$ cat src/pport_pkg.sv
// Shared constants for the parallel port block.
package pport_pkg;

    // =========================================================================
    // Widths and timing
    // =========================================================================
    localparam int PORT_WORD_BITS = 8;
    localparam int FIFO_BYTES = 16;
    localparam int CLOCK_MHZ = 250;
    localparam int EPP_TIMEOUT_US = 10;
    localparam int EPP_TIMEOUT_CYCLES = EPP_TIMEOUT_US * CLOCK_MHZ;
    localparam int TIMER_BITS = 12;
    localparam int RUN_BITS = 6;
    localparam logic [RUN_BITS-1:0] RUN_MAX = 6'h3f;

    // =========================================================================
    // Register offsets from the port base
    // =========================================================================
    localparam int ADDR_BITS = 11;
    localparam logic [10:0] OFS_PORT_DATA = 11'h000;
    localparam logic [10:0] OFS_LINE_STATUS = 11'h001;
    localparam logic [10:0] OFS_LINE_CONTROL = 11'h002;
    localparam logic [10:0] OFS_EPP_ADDRESS = 11'h003;
    localparam logic [10:0] OFS_EPP_DATA = 11'h004;
    localparam logic [10:0] OFS_FIFO_PORT = 11'h400;
    localparam logic [10:0] OFS_CONFIG_B = 11'h401;
    localparam logic [10:0] OFS_EXT_CONTROL = 11'h402;

    // =========================================================================
    // Field positions and reset values
    // =========================================================================
    localparam int STS_TIMEOUT_BIT = 0;
    localparam int CTL_STROBE_BIT = 0;
    localparam int CTL_INIT_BIT = 2;
    localparam int CTL_DIR_BIT = 5;
    localparam int CFGB_COMPRESS_BIT = 7;
    localparam logic [7:0] LINE_CONTROL_RESET = 8'h00;
    localparam logic [7:0] LINE_CONTROL_MASK = 8'h3f;
    localparam logic [5:0] EXT_CONTROL_RESET = 6'h01;
    localparam logic [7:0] CONFIG_A_VALUE = 8'h10;
    localparam logic [7:0] TIMEOUT_READ_VALUE = 8'hff;

    // =========================================================================
    // Port modes held in the upper extended control bits
    // =========================================================================
    localparam logic [2:0] MODE_STANDARD = 3'h0;
    localparam logic [2:0] MODE_COMPAT_FIFO = 3'h2;
    localparam logic [2:0] MODE_EXTENDED = 3'h3;
    localparam logic [2:0] MODE_ENHANCED = 3'h4;
    localparam logic [2:0] MODE_TEST = 3'h6;
    localparam logic [2:0] MODE_CONFIG = 3'h7;

    typedef enum logic [1:0] {
        ST_IDLE,
        ST_ACTIVE,
        ST_REPLY
    } cycle_state_t;

endpackage : pport_pkg

$ cat src/pport.sv
// Parallel port host register file with enhanced read cycle and shared FIFO.
// =============================================================================
// Summary of operation
// Stretch host read while wait input low.
// Software sets direction bit before reads.
// Assert data or address strobe on read.
// Wait states until release or time-out.
// Peripheral drives data before releasing wait.
// On release: final sync, strobe deasserted.
// Peripheral releases bus after strobe ends.
// Write-select low for writes, high otherwise; the code drives it low whenever idle with the direction bit clear.
// Interrupt input passed through, active high.
// Wait high acknowledges, low means not ready.
// Separate active-low data and address strobes.
// Active-low peripheral reset output provided.
// Only write-select overridable by control register.
// Port word fixed at eight bits.
// Data, status, control reachable in all modes.
// All FIFOs share one 16-byte store.
// Config B reports selected interrupt, DMA.
// Optional run-length compression up to 64:1.
// Watchdog flags cycles over ten microseconds.
// Time-out aborts cycle, sets status bit 0.
// Wait input passes two-stage synchronizer.
// =============================================================================
`timescale 1ns/1ps

module pport #(
    parameter int FIFO_DEPTH = pport_pkg::FIFO_BYTES,
    parameter int TIMEOUT_CYCLES = pport_pkg::EPP_TIMEOUT_CYCLES
) (
    input wire logic clock,
    input wire logic sys_rst,
    input wire logic io_read,
    input wire logic io_write,
    input wire logic [pport_pkg::ADDR_BITS-1:0] io_addr,
    input wire logic [pport_pkg::PORT_WORD_BITS-1:0] io_wdata,
    output logic [pport_pkg::PORT_WORD_BITS-1:0] io_rdata,
    output logic io_done,
    output logic io_wait,
    input wire logic [pport_pkg::PORT_WORD_BITS-1:0] parallel_bus_in,
    output logic [pport_pkg::PORT_WORD_BITS-1:0] parallel_bus_out,
    output logic parallel_bus_oe,
    input wire logic peripheral_wait_n,
    input wire logic peripheral_interrupt,
    input wire logic line_busy,
    input wire logic line_ack_n,
    input wire logic line_perror,
    input wire logic line_select,
    input wire logic line_fault_n,
    input wire logic [2:0] cfg_irq_sel,
    input wire logic [2:0] cfg_dma_sel,
    output logic write_select_n,
    output logic data_strobe_n,
    output logic address_strobe_n,
    output logic peripheral_reset_n,
    output logic peripheral_irq
);
    import pport_pkg::*;

    localparam int PTR_BITS = $clog2(FIFO_DEPTH);
    localparam logic [TIMER_BITS-1:0] TIMER_LAST = TIMER_BITS'(TIMEOUT_CYCLES - 1);
    localparam logic [PTR_BITS:0] FIFO_FULL_COUNT = (PTR_BITS+1)'(FIFO_DEPTH);

    if (FIFO_DEPTH < 2 || (1 << PTR_BITS) != FIFO_DEPTH) begin : g_bad_depth
        $error("FIFO_DEPTH must be a power of two of at least 2");
    end
    if (TIMEOUT_CYCLES < 2 || TIMEOUT_CYCLES >= (1 << TIMER_BITS)) begin : g_bad_timeout
        $error("TIMEOUT_CYCLES must fit the watchdog counter");
    end

    // =========================================================================
    // State
    // =========================================================================
    cycle_state_t state_q;
    logic [TIMER_BITS-1:0] timer_q;
    logic wait_low_seen_q;
    logic wait_meta_q;
    logic wait_sync_q;
    logic timeout_q;
    logic [7:0] ctl_q;
    logic [7:0] data_q;
    logic [5:0] ecr_q;
    logic compress_q;
    logic [7:0] fifo_mem_q [FIFO_DEPTH];
    logic fifo_tag_q [FIFO_DEPTH];
    logic [RUN_BITS-1:0] fifo_run_q [FIFO_DEPTH];
    logic [PTR_BITS-1:0] wr_ptr_q;
    logic [PTR_BITS-1:0] rd_ptr_q;
    logic [PTR_BITS:0] count_q;
    logic pend_valid_q;
    logic [7:0] pend_byte_q;
    logic [RUN_BITS-1:0] run_q;

    logic [2:0] mode;
    logic fifo_full;
    logic fifo_empty;
    logic epp_start;
    logic simple_req;
    logic pop_en;
    logic push_en;
    logic [7:0] push_data;
    logic push_tag;
    logic [RUN_BITS-1:0] push_run;
    logic [7:0] read_mux;
    logic data_fifo_wr;
    logic wait_release;

    assign mode = ecr_q[5:3];
    assign wait_release = wait_sync_q && wait_low_seen_q;
    assign fifo_empty = (count_q == '0);
    assign fifo_full = (count_q == FIFO_FULL_COUNT);
    assign epp_start = io_read && state_q == ST_IDLE && mode == MODE_ENHANCED &&
                       (io_addr == OFS_EPP_ADDRESS || io_addr == OFS_EPP_DATA);
    assign simple_req = (io_read || io_write) && state_q == ST_IDLE && !epp_start;
    assign data_fifo_wr = simple_req && io_write && io_addr == OFS_FIFO_PORT &&
                          mode == MODE_EXTENDED && compress_q;

    // =========================================================================
    // Wait input synchroniser
    // =========================================================================
    always_ff @(posedge clock) begin
        if (sys_rst) begin
            wait_meta_q <= 1'b1;
            wait_sync_q <= 1'b1;
        end else begin
            wait_meta_q <= peripheral_wait_n;
            wait_sync_q <= wait_meta_q;
        end
    end

    // The synchroniser still shows the last release for two edges after a cycle ends, so a
    // release only counts once the wait line has been seen low in the current cycle.
    always_ff @(posedge clock) begin
        if (sys_rst) begin
            wait_low_seen_q <= 1'b0;
        end else if (epp_start) begin
            wait_low_seen_q <= 1'b0;
        end else if (state_q == ST_ACTIVE && !wait_sync_q) begin
            wait_low_seen_q <= 1'b1;
        end
    end

    // =========================================================================
    // Enhanced read cycle and watchdog
    // =========================================================================
    always_ff @(posedge clock) begin
        if (sys_rst) begin
            state_q <= ST_IDLE;
            timer_q <= '0;
        end else begin
            case (state_q)
                ST_IDLE: begin
                    timer_q <= '0;
                    if (epp_start) begin
                        state_q <= ST_ACTIVE;
                    end
                end
                ST_ACTIVE: begin
                    timer_q <= timer_q + 1'b1;
                    if (wait_release || timer_q == TIMER_LAST) begin
                        state_q <= ST_REPLY;
                    end
                end
                ST_REPLY: begin
                    state_q <= ST_IDLE;
                end
                default: begin
                    state_q <= ST_IDLE;
                end
            endcase
        end
    end

    // The strobe drops in the same edge that returns the final sync, so the
    // peripheral sees its bus released before the host can start a new cycle.
    always_ff @(posedge clock) begin
        if (sys_rst) begin
            data_strobe_n <= 1'b1;
            address_strobe_n <= 1'b1;
            io_wait <= 1'b0;
        end else begin
            if (epp_start) begin
                data_strobe_n <= (io_addr == OFS_EPP_ADDRESS);
                address_strobe_n <= (io_addr != OFS_EPP_ADDRESS);
                io_wait <= 1'b1;
            end else if (state_q == ST_ACTIVE && (wait_release || timer_q == TIMER_LAST)) begin
                data_strobe_n <= 1'b1;
                address_strobe_n <= 1'b1;
                io_wait <= 1'b0;
            end
        end
    end

    always_ff @(posedge clock) begin
        if (sys_rst) begin
            io_done <= 1'b0;
            io_rdata <= 8'h00;
        end else begin
            io_done <= 1'b0;
            if (state_q == ST_ACTIVE && wait_release) begin
                io_done <= 1'b1;
                io_rdata <= parallel_bus_in;
            end else if (state_q == ST_ACTIVE && timer_q == TIMER_LAST) begin
                io_done <= 1'b1;
                io_rdata <= TIMEOUT_READ_VALUE;
            end else if (simple_req) begin
                io_done <= 1'b1;
                io_rdata <= io_read ? read_mux : 8'h00;
            end
        end
    end

    // =========================================================================
    // Pin drivers
    // =========================================================================
    always_ff @(posedge clock) begin
        if (sys_rst) begin
            write_select_n <= 1'b1;
            parallel_bus_oe <= 1'b0;
            parallel_bus_out <= 8'h00;
            peripheral_reset_n <= 1'b0;
            peripheral_irq <= 1'b0;
        end else begin
            if (ctl_q[CTL_STROBE_BIT]) begin
                write_select_n <= 1'b0;
            end else begin
                write_select_n <= (state_q != ST_IDLE) || epp_start || ctl_q[CTL_DIR_BIT];
            end
            // Drive only in forward direction and never while a read owns the bus.
            parallel_bus_oe <= !ctl_q[CTL_DIR_BIT] && state_q == ST_IDLE && !epp_start;
            parallel_bus_out <= data_q;
            peripheral_reset_n <= ctl_q[CTL_INIT_BIT];
            peripheral_irq <= peripheral_interrupt;
        end
    end

    // =========================================================================
    // Register file
    // =========================================================================
    always_comb begin
        read_mux = 8'h00;
        case (io_addr)
            OFS_PORT_DATA: read_mux = ctl_q[CTL_DIR_BIT] ? parallel_bus_in : data_q;
            OFS_LINE_STATUS: read_mux = {!line_busy, line_ack_n, line_perror, line_select,
                                         line_fault_n, 2'b00, timeout_q};
            OFS_LINE_CONTROL: read_mux = ctl_q & LINE_CONTROL_MASK;
            OFS_FIFO_PORT: begin
                if (mode == MODE_CONFIG) begin
                    read_mux = CONFIG_A_VALUE;
                end else if (!fifo_empty) begin
                    read_mux = fifo_mem_q[rd_ptr_q];
                end
            end
            OFS_CONFIG_B: read_mux = {compress_q, peripheral_interrupt, cfg_irq_sel,
                                      cfg_dma_sel};
            OFS_EXT_CONTROL: read_mux = {ecr_q, fifo_full, fifo_empty};
            default: read_mux = 8'h00;
        endcase
    end

    always_ff @(posedge clock) begin
        if (sys_rst) begin
            ctl_q <= LINE_CONTROL_RESET;
            data_q <= 8'h00;
            ecr_q <= EXT_CONTROL_RESET;
            compress_q <= 1'b0;
        end else if (simple_req && io_write) begin
            case (io_addr)
                OFS_PORT_DATA: begin
                    if (mode != MODE_EXTENDED) begin
                        data_q <= io_wdata;
                    end
                end
                OFS_LINE_CONTROL: ctl_q <= io_wdata & LINE_CONTROL_MASK;
                OFS_CONFIG_B: compress_q <= io_wdata[CFGB_COMPRESS_BIT];
                OFS_EXT_CONTROL: ecr_q <= io_wdata[7:2];
                default: begin
                end
            endcase
        end
    end

    // A new time-out wins over a software clear in the same cycle.
    always_ff @(posedge clock) begin
        if (sys_rst) begin
            timeout_q <= 1'b0;
        end else if (state_q == ST_ACTIVE && !wait_release && timer_q == TIMER_LAST) begin
            timeout_q <= 1'b1;
        end else if (simple_req && io_write && io_addr == OFS_LINE_STATUS &&
                     io_wdata[STS_TIMEOUT_BIT]) begin
            timeout_q <= 1'b0;
        end
    end

    // =========================================================================
    // Shared FIFO with run-length compressor
    // =========================================================================
    // One byte is held back while a run builds up, so the host sees it in the FIFO only after a different
    // byte arrives, the same byte arrives with the run count at RUN_MAX, or the mode register is written.
    always_comb begin
        push_en = 1'b0;
        push_data = io_wdata;
        push_tag = 1'b0;
        push_run = '0;
        if (data_fifo_wr) begin
            if (pend_valid_q && !(io_wdata == pend_byte_q && run_q != RUN_MAX)) begin
                push_en = 1'b1;
                push_data = pend_byte_q;
                push_run = run_q;
            end
        end else if (simple_req && io_write && io_addr == OFS_EXT_CONTROL && pend_valid_q) begin
            push_en = 1'b1;
            push_data = pend_byte_q;
            push_run = run_q;
        end else if (simple_req && io_write && io_addr == OFS_PORT_DATA &&
                     mode == MODE_EXTENDED) begin
            push_en = 1'b1;
            push_tag = 1'b1;
        end else if (simple_req && io_write && io_addr == OFS_FIFO_PORT &&
                     (mode == MODE_COMPAT_FIFO || mode == MODE_EXTENDED || mode == MODE_TEST)) begin
            push_en = 1'b1;
        end
    end

    assign pop_en = simple_req && io_read && io_addr == OFS_FIFO_PORT && !fifo_empty &&
                    (mode == MODE_EXTENDED || mode == MODE_TEST);

    always_ff @(posedge clock) begin
        if (sys_rst) begin
            pend_valid_q <= 1'b0;
            pend_byte_q <= 8'h00;
            run_q <= '0;
        end else if (data_fifo_wr) begin
            if (pend_valid_q && io_wdata == pend_byte_q && run_q != RUN_MAX) begin
                run_q <= run_q + 1'b1;
            end else if (!pend_valid_q || !fifo_full) begin
                pend_valid_q <= 1'b1;
                pend_byte_q <= io_wdata;
                run_q <= '0;
            end
        end else if (push_en && !push_tag && pend_valid_q && !fifo_full &&
                     io_addr == OFS_EXT_CONTROL) begin
            pend_valid_q <= 1'b0;
        end
    end

    always_ff @(posedge clock) begin
        if (push_en && !fifo_full) begin
            fifo_mem_q[wr_ptr_q] <= push_data;
            fifo_tag_q[wr_ptr_q] <= push_tag;
            fifo_run_q[wr_ptr_q] <= push_run;
        end
    end

    always_ff @(posedge clock) begin
        if (sys_rst) begin
            wr_ptr_q <= '0;
            rd_ptr_q <= '0;
            count_q <= '0;
        end else begin
            if (push_en && !fifo_full) begin
                wr_ptr_q <= wr_ptr_q + 1'b1;
            end
            if (pop_en) begin
                rd_ptr_q <= rd_ptr_q + 1'b1;
            end
            if ((push_en && !fifo_full) && !pop_en) begin
                count_q <= count_q + 1'b1;
            end else if (!(push_en && !fifo_full) && pop_en) begin
                count_q <= count_q - 1'b1;
            end
        end
    end

    // =========================================================================
    // Checks
    // =========================================================================
    a_wait_extends: assert property (@(posedge clock) disable iff (sys_rst)
        (state_q == ST_ACTIVE && !wait_release && timer_q != TIMER_LAST) |=> !io_done && io_wait)
        else $error("read completed while wait input low");
    a_strobe_start: assert property (@(posedge clock) disable iff (sys_rst)
        epp_start |=> (data_strobe_n != address_strobe_n) && !parallel_bus_oe && io_wait)
        else $error("read cycle did not raise exactly one strobe");
    a_release_ends: assert property (@(posedge clock) disable iff (sys_rst)
        (state_q == ST_ACTIVE && wait_release) |=> io_done && data_strobe_n && address_strobe_n
        ##1 !io_done)
        else $error("release did not end the read cycle");
    a_sync_delay: assert property (@(posedge clock) disable iff (sys_rst)
        !$stable(peripheral_wait_n) |-> ##2 (wait_sync_q == $past(peripheral_wait_n, 2)))
        else $error("wait synchroniser delay wrong");
    a_timeout_abort: assert property (@(posedge clock) disable iff (sys_rst)
        (state_q == ST_ACTIVE && !wait_release && timer_q == TIMER_LAST) |=>
        timeout_q && io_done && io_rdata == TIMEOUT_READ_VALUE && data_strobe_n && address_strobe_n)
        else $error("time-out did not abort the cycle");
    a_timer_bound: assert property (@(posedge clock) disable iff (sys_rst)
        (state_q == ST_ACTIVE) |-> timer_q <= TIMER_LAST)
        else $error("watchdog counter ran past its limit");
    a_single_strobe: assert property (@(posedge clock) disable iff (sys_rst)
        !(!data_strobe_n && !address_strobe_n))
        else $error("both strobes asserted");
    a_read_wsel: assert property (@(posedge clock) disable iff (sys_rst)
        (state_q == ST_ACTIVE && !$past(ctl_q[CTL_STROBE_BIT])) |-> write_select_n)
        else $error("write-select low during read");
    a_irq_pass: assert property (@(posedge clock) disable iff (sys_rst)
        $rose(peripheral_interrupt) |=> peripheral_irq)
        else $error("interrupt edge not passed through");
    a_reset_out: assert property (@(posedge clock) disable iff (sys_rst)
        !ctl_q[CTL_INIT_BIT] |=> !peripheral_reset_n)
        else $error("peripheral reset not asserted");
    a_fifo_bound: assert property (@(posedge clock) disable iff (sys_rst)
        (count_q <= FIFO_FULL_COUNT) && (!fifo_full || count_q != '0))
        else $error("shared FIFO count out of range");
    a_run_cap: assert property (@(posedge clock) disable iff (sys_rst)
        (data_fifo_wr && pend_valid_q && io_wdata == pend_byte_q && run_q != RUN_MAX)
        |=> run_q == $past(run_q) + 1'b1)
        else $error("run length not counted");

endmodule : pport

$ cat config.mk
export PLATFORM = sky130hd
export DESIGN_NAME = pport
export DESIGN_NICKNAME = d
export VERILOG_FILES = /design/src/pport_pkg.sv /design/src/pport.sv
export SDC_FILE = /design/constraint.sdc
export NUM_CORES = 1
export LEC_CHECK = 0
export ABC_CLOCK_PERIOD_IN_PS = 4000
export BUFFER_PORTS_ARGS = -buffer_cell sky130_fd_sc_hd__buf_2
export CORE_AREA = 2 2 168 104
export DETAILED_ROUTE_END_ITERATION = 8
export DIE_AREA = 0 0 170 106
export PLACE_DENSITY_LB_ADDON = 0.08
export SYNTH_ARGS = -nofsm -noshare
export SYNTH_HDL_FRONTEND = slang
export SYNTH_SLANG_ARGS = --single-unit
export TNS_END_PERCENT = 5
$ cat constraint.sdc
create_clock -name clock -period 4 [get_ports clock]
set_clock_uncertainty 0.05 [all_clocks]
set_input_delay 0.8 -clock clock [delete_from_list [all_inputs] [get_ports clock]]
set_output_delay 0.8 -clock clock [all_outputs]
set_load 0.01 [all_outputs]
== After elaboration in Yosys (flattened, before gate mapping) ==
Memories as Yosys holds them, arrays and structs flattened. A register that Yosys moved wholly into a read port is not among the register bits.
Index checks and enable logic that the tools add are counted.

* Reductions and logical operators: 81
* Mux-type cells: 46
* Bitwise operators: 1
* Eq/ne operators: 23
* Add/subtract/negate cells: 6

{| class="wikitable"
|+ Operators by type and width
! cell !! number
|-
| $mux W8 || 10
|-
| $pmux W8 S6 || 1
|-
| $logic_and A1 B1 Y1 || 40
|-
| $eq A11 B11 Y1 const B || 3
|-
| $mux W1 || 25
|-
| $pmux W12 S2 || 1
|-
| $eq A11 B2 Y1 const B || 2
|-
| $reduce_bool A2 Y1 || 7
|-
| $add A12 B1 Y12 const B || 1
|-
| $eq A12 B12 Y1 const B || 1
|-
| $logic_not A1 Y1 || 12
|-
| $mux W6 || 2
|-
| $eq A11 B1 Y1 const B || 1
|-
| $eq A11 B3 Y1 const B || 1
|-
| $logic_not A11 Y1 || 1
|-
| $ne A11 B2 Y1 const B || 1
|-
| $mux W5 || 2
|-
| $reduce_and A2 Y1 || 5
|-
| $eq A3 B3 Y1 const B || 3
|-
| $logic_or A1 B1 Y1 || 9
|-
| $reduce_and A3 Y1 || 3
|-
| $add A4 B1 Y4 const B || 2
|-
| $eq A8 B8 Y1 || 1
|-
| $mux W4 || 2
|-
| 17 further kinds || 21
|}

* Memories kept: 1
* Output and inout port bits: 24
* Memory bits (writable): 128
* Register bits: 91

{| class="wikitable"
|+ Memory list
! memory !! words !! width !! rd ports !! clocked after Yosys merged registers in !! write ports !! line !! text
|-
| fifo_mem_q || 16 || 8 || 1 || 1 || 1 || pport.sv:85 || <nowiki>logic [7:0] fifo_mem_q [FIFO_DEPTH];</nowiki>
|}

== Longest topological paths before layout ==
* Depth after elaboration: 19
* Depth in mapped cells: 14

== Worst setup path before layout ==
OpenSTA, ideal clock, no wires.

* Kind: in2reg
* Start: input port io_addr[5] (netlist name)
* End: register count_q[4]
* Stages on the path: 12
* Required time: 3.880 ns
* Setup slack: 0.405 ns
* Arrival: 3.474 ns
* Path through: nor4_4 -> and2_1 -> o2111ai_1 -> a21oi_2 -> ha_1 -> inv_1 -> fa_1 -> a21o_1 -> a21oi_1 -> xnor2_1 -> or3_1 -> a21oi_1

* Word-level cells in the longest chain between the ends: 16
* Elaborated cells between the ends (all ways): 33
* Those cells by class: eq/ne (4); mux (5); reduce/logical (24)

{| class="wikitable"
|+ RTL lines
! item !! line !! text
|-
| start, declared || pport.sv:36 || <nowiki>input wire logic [pport_pkg::ADDR_BITS-1:0] io_addr,</nowiki>
|-
| $eq A11 B2 Y1 / $eq A11 B3 Y1 (equally long branches) || pport.sv:114 || <nowiki>(io_addr == OFS_EPP_ADDRESS || io_addr == OFS_EPP_DATA);</nowiki>
|-
| $logic_or A1 B1 Y1 || pport.sv:114 ||
|-
| $logic_and A1 B1 Y1 || pport.sv:113 || <nowiki>assign epp_start = io_read && state_q == ST_IDLE && mode == MODE_ENHANCED &&</nowiki>
|-
| $logic_not A1 Y1 || pport.sv:115 || <nowiki>assign simple_req = (io_read || io_write) && state_q == ST_IDLE && !epp_start;</nowiki>
|-
| $logic_and A1 B1 Y1 || pport.sv:115 ||
|-
| $logic_and A1 B1 Y1 || n/a ||
|-
| $logic_and A1 B1 Y1 || pport.sv:116, pport.sv:320 ||
|-
| $logic_and A1 B1 Y1 || pport.sv:320 || <nowiki>end else if (simple_req && io_write && io_addr == OFS_FIFO_PORT &&</nowiki>
|-
| $mux W1 || pport.sv:320 ||
|-
| $mux W1 || pport.sv:316 || <nowiki>end else if (simple_req && io_write && io_addr == OFS_PORT_DATA &&</nowiki>
|-
| $mux W1 || pport.sv:312 || <nowiki>end else if (simple_req && io_write && io_addr == OFS_EXT_CONTROL && pend_valid_q) begin</nowiki>
|-
| $mux W1 || pport.sv:306 || <nowiki>if (data_fifo_wr) begin</nowiki>
|-
| $logic_and A1 B1 Y1 || pport.sv:368, pport.sv:370 ||
|-
| $logic_not A1 Y1 || pport.sv:370 || <nowiki>end else if (!(push_en && !fifo_full) && pop_en) begin</nowiki>
|-
| $logic_and A1 B1 Y1 || pport.sv:370 ||
|-
| $reduce_bool A2 Y1 (no source line) || n/a ||
|-
| end signal, assigned || pport.sv:369 || <nowiki>count_q <= count_q + 1'b1;</nowiki>
|-
| end signal, assigned || pport.sv:371 || <nowiki>count_q <= count_q - 1'b1;</nowiki>
|-
| end, declared || pport.sv:90 || <nowiki>logic [PTR_BITS:0] count_q;</nowiki>
|}

Several ways; a longest one is shown, not always the timed one.
A chain may end at the register's enable or synchronous reset.

== Worst setup path after layout ==
* Start: register run_q[0]
* End: register count_q[4]

* Word-level cells in the longest chain between the ends: 10
* Elaborated cells between the ends (all ways): 12
* Those cells by class: eq/ne (1); mux (3); reduce/logical (8)

{| class="wikitable"
|+ RTL lines
! item !! line !! text
|-
| start, declared || pport.sv:93 || <nowiki>logic [RUN_BITS-1:0] run_q;</nowiki>
|-
| start signal, assigned || pport.sv:336 || <nowiki>run_q <= run_q + 1'b1;</nowiki>
|-
| $ne A6 B6 Y1 (*) || pport.sv:307 || <nowiki>if (pend_valid_q && !(io_wdata == pend_byte_q && run_q != RUN_MAX)) begin</nowiki>
|-
| $logic_and A1 B1 Y1 (*) || pport.sv:307 ||
|-
| $logic_not A1 Y1 (*) || pport.sv:307 ||
|-
| $logic_and A1 B1 Y1 (*) || pport.sv:307 ||
|-
| $mux W1 (*) || pport.sv:307 ||
|-
| $mux W1 (*) || pport.sv:306 ||
|-
| $logic_and A1 B1 Y1 (*) || pport.sv:368, pport.sv:370 ||
|-
| $logic_not A1 Y1 || pport.sv:370 ||
|-
| $logic_and A1 B1 Y1 || pport.sv:370 ||
|-
| $reduce_bool A2 Y1 (no source line) || n/a ||
|}

Mark *: on every way between the ends. The rest lies on a longest branch, timed or not.

==> impl_summary.md <==
Status
The run finished with clean final reports.

Power
The share of power burned in registers is 55.2%. VDD sags by at most 0.2652 mV. Internal power comes to 0.003463 W. Of the total power, the clock network draws 41.7%.

The logic gate share of total power is 3.1%. The power density over the cells is 396.5 nW/um^2. The total net switching power is 0.0009284 W. The net switching share of the total power is 21.14%.

The leakage power total is 3.931 nW.

Detailed routing
Detailed routing inserted a total of 6673 vias. The detailed-route wire length per cell is 22.25 um. The pre-antenna-repair detailed-routing pass consisted of 7 iterations.

After detailed routing, the number of vias per cell comes to 6.213. In this run, the number of DRC markers left after iteration 0 of detailed routing was 795. For this run, design rule violations remaining after detail routing come to 0. The final antenna-violating net count is 0. After detailed routing, the total wire length is 23.90 mm.

Synthesis
After synthesis, the largest area contributor takes up 39.30% of total cell area. The number of nets handed over by synthesis was 817. The Yosys step of the flow raised 0 warnings.

The most used flip-flop cell after synthesis is sky130_fd_sc_hd__edfxtp_1. Counting flops with an async set or reset pin after synthesis yields a share of 0%. Sequential cells were found to cover 58.75% of the synthesized design area. The unique cell type count in the Yosys netlist is 64. The number of flops mapped to enable cells by yosys is 128.

The cell count after synthesis came out at 761. After synthesis, the cell types taking the most area are sky130_fd_sc_hd__edfxtp_1 (39%), sky130_fd_sc_hd__dfxtp_1 (19%), sky130_fd_sc_hd__mux4_2 (7.8%). The cell type contributing the most total cell area after synthesis is sky130_fd_sc_hd__edfxtp_1. The post-synthesis average cell area is 12.85 um^2.

Counting flops and latches in the post-synthesis netlist gives 223. The post-synthesis instance area is 9779 um^2.

Global routing
The initial antenna violation count is 2. The via count of the first global-routing pass is 6387. For this run, the total global-route usage over all layers was measured as 27.13%. The first global-routing pass estimated 36.86 mm of wire. The total overflow left after global routing is 0. Entering global routing, the biggest net connects 55 pins.

Critical path
The count of cells along the worst register-to-register path is 13. STA classifies the critical path endpoint as a flop. By startpoint and endpoint, the worst setup path is classified as flop to flop. STA classifies the critical path startpoint as a flop. The signal on the critical path passes through ha_1 > and3_1 > and3_1 > o31ai_1 > a21oi_2 > ha_1 > inv_1 > ha_1 > a21o_1 > a21oi_1 > xnor2_1 > or3_1 > a21oi_1.

The largest fanout on the critical path is 5. The delay of the slowest critical-path stage is 0.45 ns. Data arrives at the worst endpoint at 3.75 ns. The slowest cell on the critical path is sky130_fd_sc_hd__o31ai_1.

Data on the critical path is required at its endpoint by 4.37 ns. The cell that appears most often on the critical path is sky130_fd_sc_hd__ha_1. The launch point of the critical path is run_q[0]$_SDFFE_PP0P_. The beginning of the worst register-to-register path is run_q[0]$_SDFFE_PP0P_.

Clock network
The clock sink total is 223. Counting along the longest clock path gives a buffer depth of 3. The clock slew at the register clock pins of the worst setup and hold paths is 0.06 ns.

The root buffer cell is sky130_fd_sc_hd__clkbuf_16. The later pin in the worst-skew pair is clocked with a latency of 0.49 ns. The number of buffers inserted by post-CTS setup repair is 0. The post-cts sizing count is 0.

In this run, post-CTS hold repair placed 0 buffers. The number of CTS-inserted buffers is 21. TritonCTS built the clock tree. CTS built an H-tree with a depth of 1.

Min path
The launch instance of the worst min-delay path is wait_meta_q$_SDFF_PP1_. Counting instances, the worst hold path has a depth of 1. The min-delay analysis places its worst path in the category flop to flop.

Placement
The number of port buffers is 67. The wire-length estimate of the detail-placed layout is 17.18 mm. The post-place instance area is 10450 um^2.

The number of placed instances, taps included, is 1037. The global placement routability congestion is 0.8755.

Finish
0 antenna diodes ended up in the layout. Leaving out fill and tap cells, the most frequent cell in the layout is sky130_fd_sc_hd__edfxtp_1. The net total in the final layout is 902.

Cells with a size suffix above 1 make up 23.26% of the layout. The cell area after layout is 11070 um^2. Excluding fillers, the count of instances in the completed layout stands at 1074. From synthesis to final layout, the design area changed by 13.24%. The library cells used most frequently in the layout, excluding fill and tap cells, are sky130_fd_sc_hd__edfxtp_1 (128), sky130_fd_sc_hd__nor2_1 (94), sky130_fd_sc_hd__dfxtp_1 (94).

Die
The width of the chip is 170 um. The die is 106 um tall. Pin placement for this block handled 68 I/O pins. The area of the core is 16670 um^2. After floorplanning, the core was divided into 37 placement rows. The initial core utilization is 58.68%. The total die area is 18020 um^2.

Run
The tool flagged a number of max-cap violations equal to 0.

STA
After routing, the total negative slack on setup checks comes to 0 ns. Measured against its own limit, the worst slew margin works out to 28.37%. Setup repair after global routing left no endpoint under its margin.

The final-report max-slew violation count is 0. The worst path in the final design needs a cycle of 3.384 ns, including I/O delays and setup. The achievable frequency is 295.5 MHz. The transition at the pin with the smallest max-transition slack is 1.073 ns. After layout, the worst path uses 84.60% of the clock period.

Setup violations remaining at the end of the flow were counted as 0. The number of endpoints with negative hold slack in the final report is 0.
[critical path: cells and delay by family, from the launching register on]
family | cells | cell delay (ns)
and+or+nand+nor | 3 | 0.78
buffers and inverters | 1 | 0.15
DFF | 1 | 0.35
xor gates and xnor gates | 1 | 0.09
adders and majority gates | 3 | 0.78
AOI/OAI and AO/OA | 5 | 1.10
[Yosys cell counts (3+ instances only)]
library cell               instances
sky130_fd_sc_hd__a211o_1           5
sky130_fd_sc_hd__a21o_1            7
sky130_fd_sc_hd__a21oi_1          29
sky130_fd_sc_hd__a22oi_1           5
sky130_fd_sc_hd__a31oi_1           4
sky130_fd_sc_hd__a32oi_1           3
sky130_fd_sc_hd__and3_1           12
sky130_fd_sc_hd__buf_1             3
sky130_fd_sc_hd__buf_2            11
sky130_fd_sc_hd__clkbuf_1         20
sky130_fd_sc_hd__dfxtp_1          95
sky130_fd_sc_hd__edfxtp_1        128
sky130_fd_sc_hd__ha_1             11
sky130_fd_sc_hd__inv_1             8
sky130_fd_sc_hd__mux2_2           13
sky130_fd_sc_hd__mux2i_1          45
sky130_fd_sc_hd__mux4_2           34
sky130_fd_sc_hd__nand2_1          31
sky130_fd_sc_hd__nand2b_1          8
sky130_fd_sc_hd__nand3_1          23
sky130_fd_sc_hd__nand3b_1          4
sky130_fd_sc_hd__nand4_1          10
sky130_fd_sc_hd__nand4b_1          5
sky130_fd_sc_hd__nor2_1           94
sky130_fd_sc_hd__nor2b_1          22
sky130_fd_sc_hd__nor3_1           21
sky130_fd_sc_hd__nor4_1            4
sky130_fd_sc_hd__nor4b_1           3
sky130_fd_sc_hd__o21ai_0          15
sky130_fd_sc_hd__o22ai_1           6
sky130_fd_sc_hd__or2_2             6
sky130_fd_sc_hd__or3_1             4
sky130_fd_sc_hd__xnor2_1          16
sky130_fd_sc_hd__xor2_1           13
[power by group through the flow]
stage | registers, W | logic, W | clock network (W)
after floorplan | 0.00248 | 0.0000641 | 0
final | 0.00242 | 0.000134 | 0.00183
after global routing | 0.00242 | 0.000143 | 0.00195
after detailed placement | 0.00248 | 0.000131 | 0
after global placement | 0.00248 | 0.000128 | 0
after CTS | 0.00242 | 0.000131 | 0.00186
[flip-flops by register name (all words and copies together), names as in the netlist, 6 cells and up, named ones only]
| signal | count |
|---|---|
| ecr_q | 6 |
| timer_q | 12 |
| parallel_bus_out | 8 |
| fifo_mem_q | 128 |
| run_q | 6 |
| data_q | 8 |
| io_rdata | 8 |
| ctl_q | 6 |
| pend_byte_q | 8 |
[layer usage]
metal / wire, um / GRT usage (%) / vias to the layer above
met1: 11220 / 44.54 / 3320
met2: 9790 / 37.84 / 303
met5: 9 / 0 / -
met3: 2556 / 5.212 / 27
li1: - / - / 3021
met4: 317 / 4.396 / 2
[area by class of cell]
type / instances / area, um^2
Sequential cell: 223 / 5747
Fill cell: 1203 / 5592
Multi-Input combinational cell: 492 / 3825
Timing Repair Buffer: 100 / 583.1
Clock buffer: 27 / 558.0
Tap cell: 214 / 267.8
Clock inverter: 10 / 63.81
Inverter: 8 / 30.03
[logic make-up after synthesis]
kind of cell / synth area share (%)
flip-flops: 58.75
AND/OR/NAND/NOR: 14.44
multiplexers: 13.93
buffers and inverters: 2.137
adder cells (fa/ha/maj): 1.612
XOR/XNOR: 2.597
AO/OA/AOI/OAI: 6.525
[through the flow]
step	setup slack (ns)	hold WS [ns]	power [W]	util (%)
2_1_floorplan	0.4052	0.3395	0.002541	-
3_3_place_gp	0.3468	0.3543	0.002603	62.72
3_5_place_dp	0.2405	0.3442	0.002606	62.72
4_1_cts	0.6767	0.3599	0.004415	66.45
5_1_grt	0.4468	0.3744	0.004519	66.45
6_report	0.6162	0.3569	0.004391	66.45
[path summary, 6_finish.rpt]
kind	endpoint	slack, ns
max	count_q[4]$_SDFFE_PP0P_	0.62
min	wait_sync_q$_SDFF_PP1_	0.36
max reg2reg	count_q[4]$_SDFFE_PP0P_	0.62
min reg2reg	wait_sync_q$_SDFF_PP1_	0.36
No activity file was read; power rests on OpenSTA's default activity.
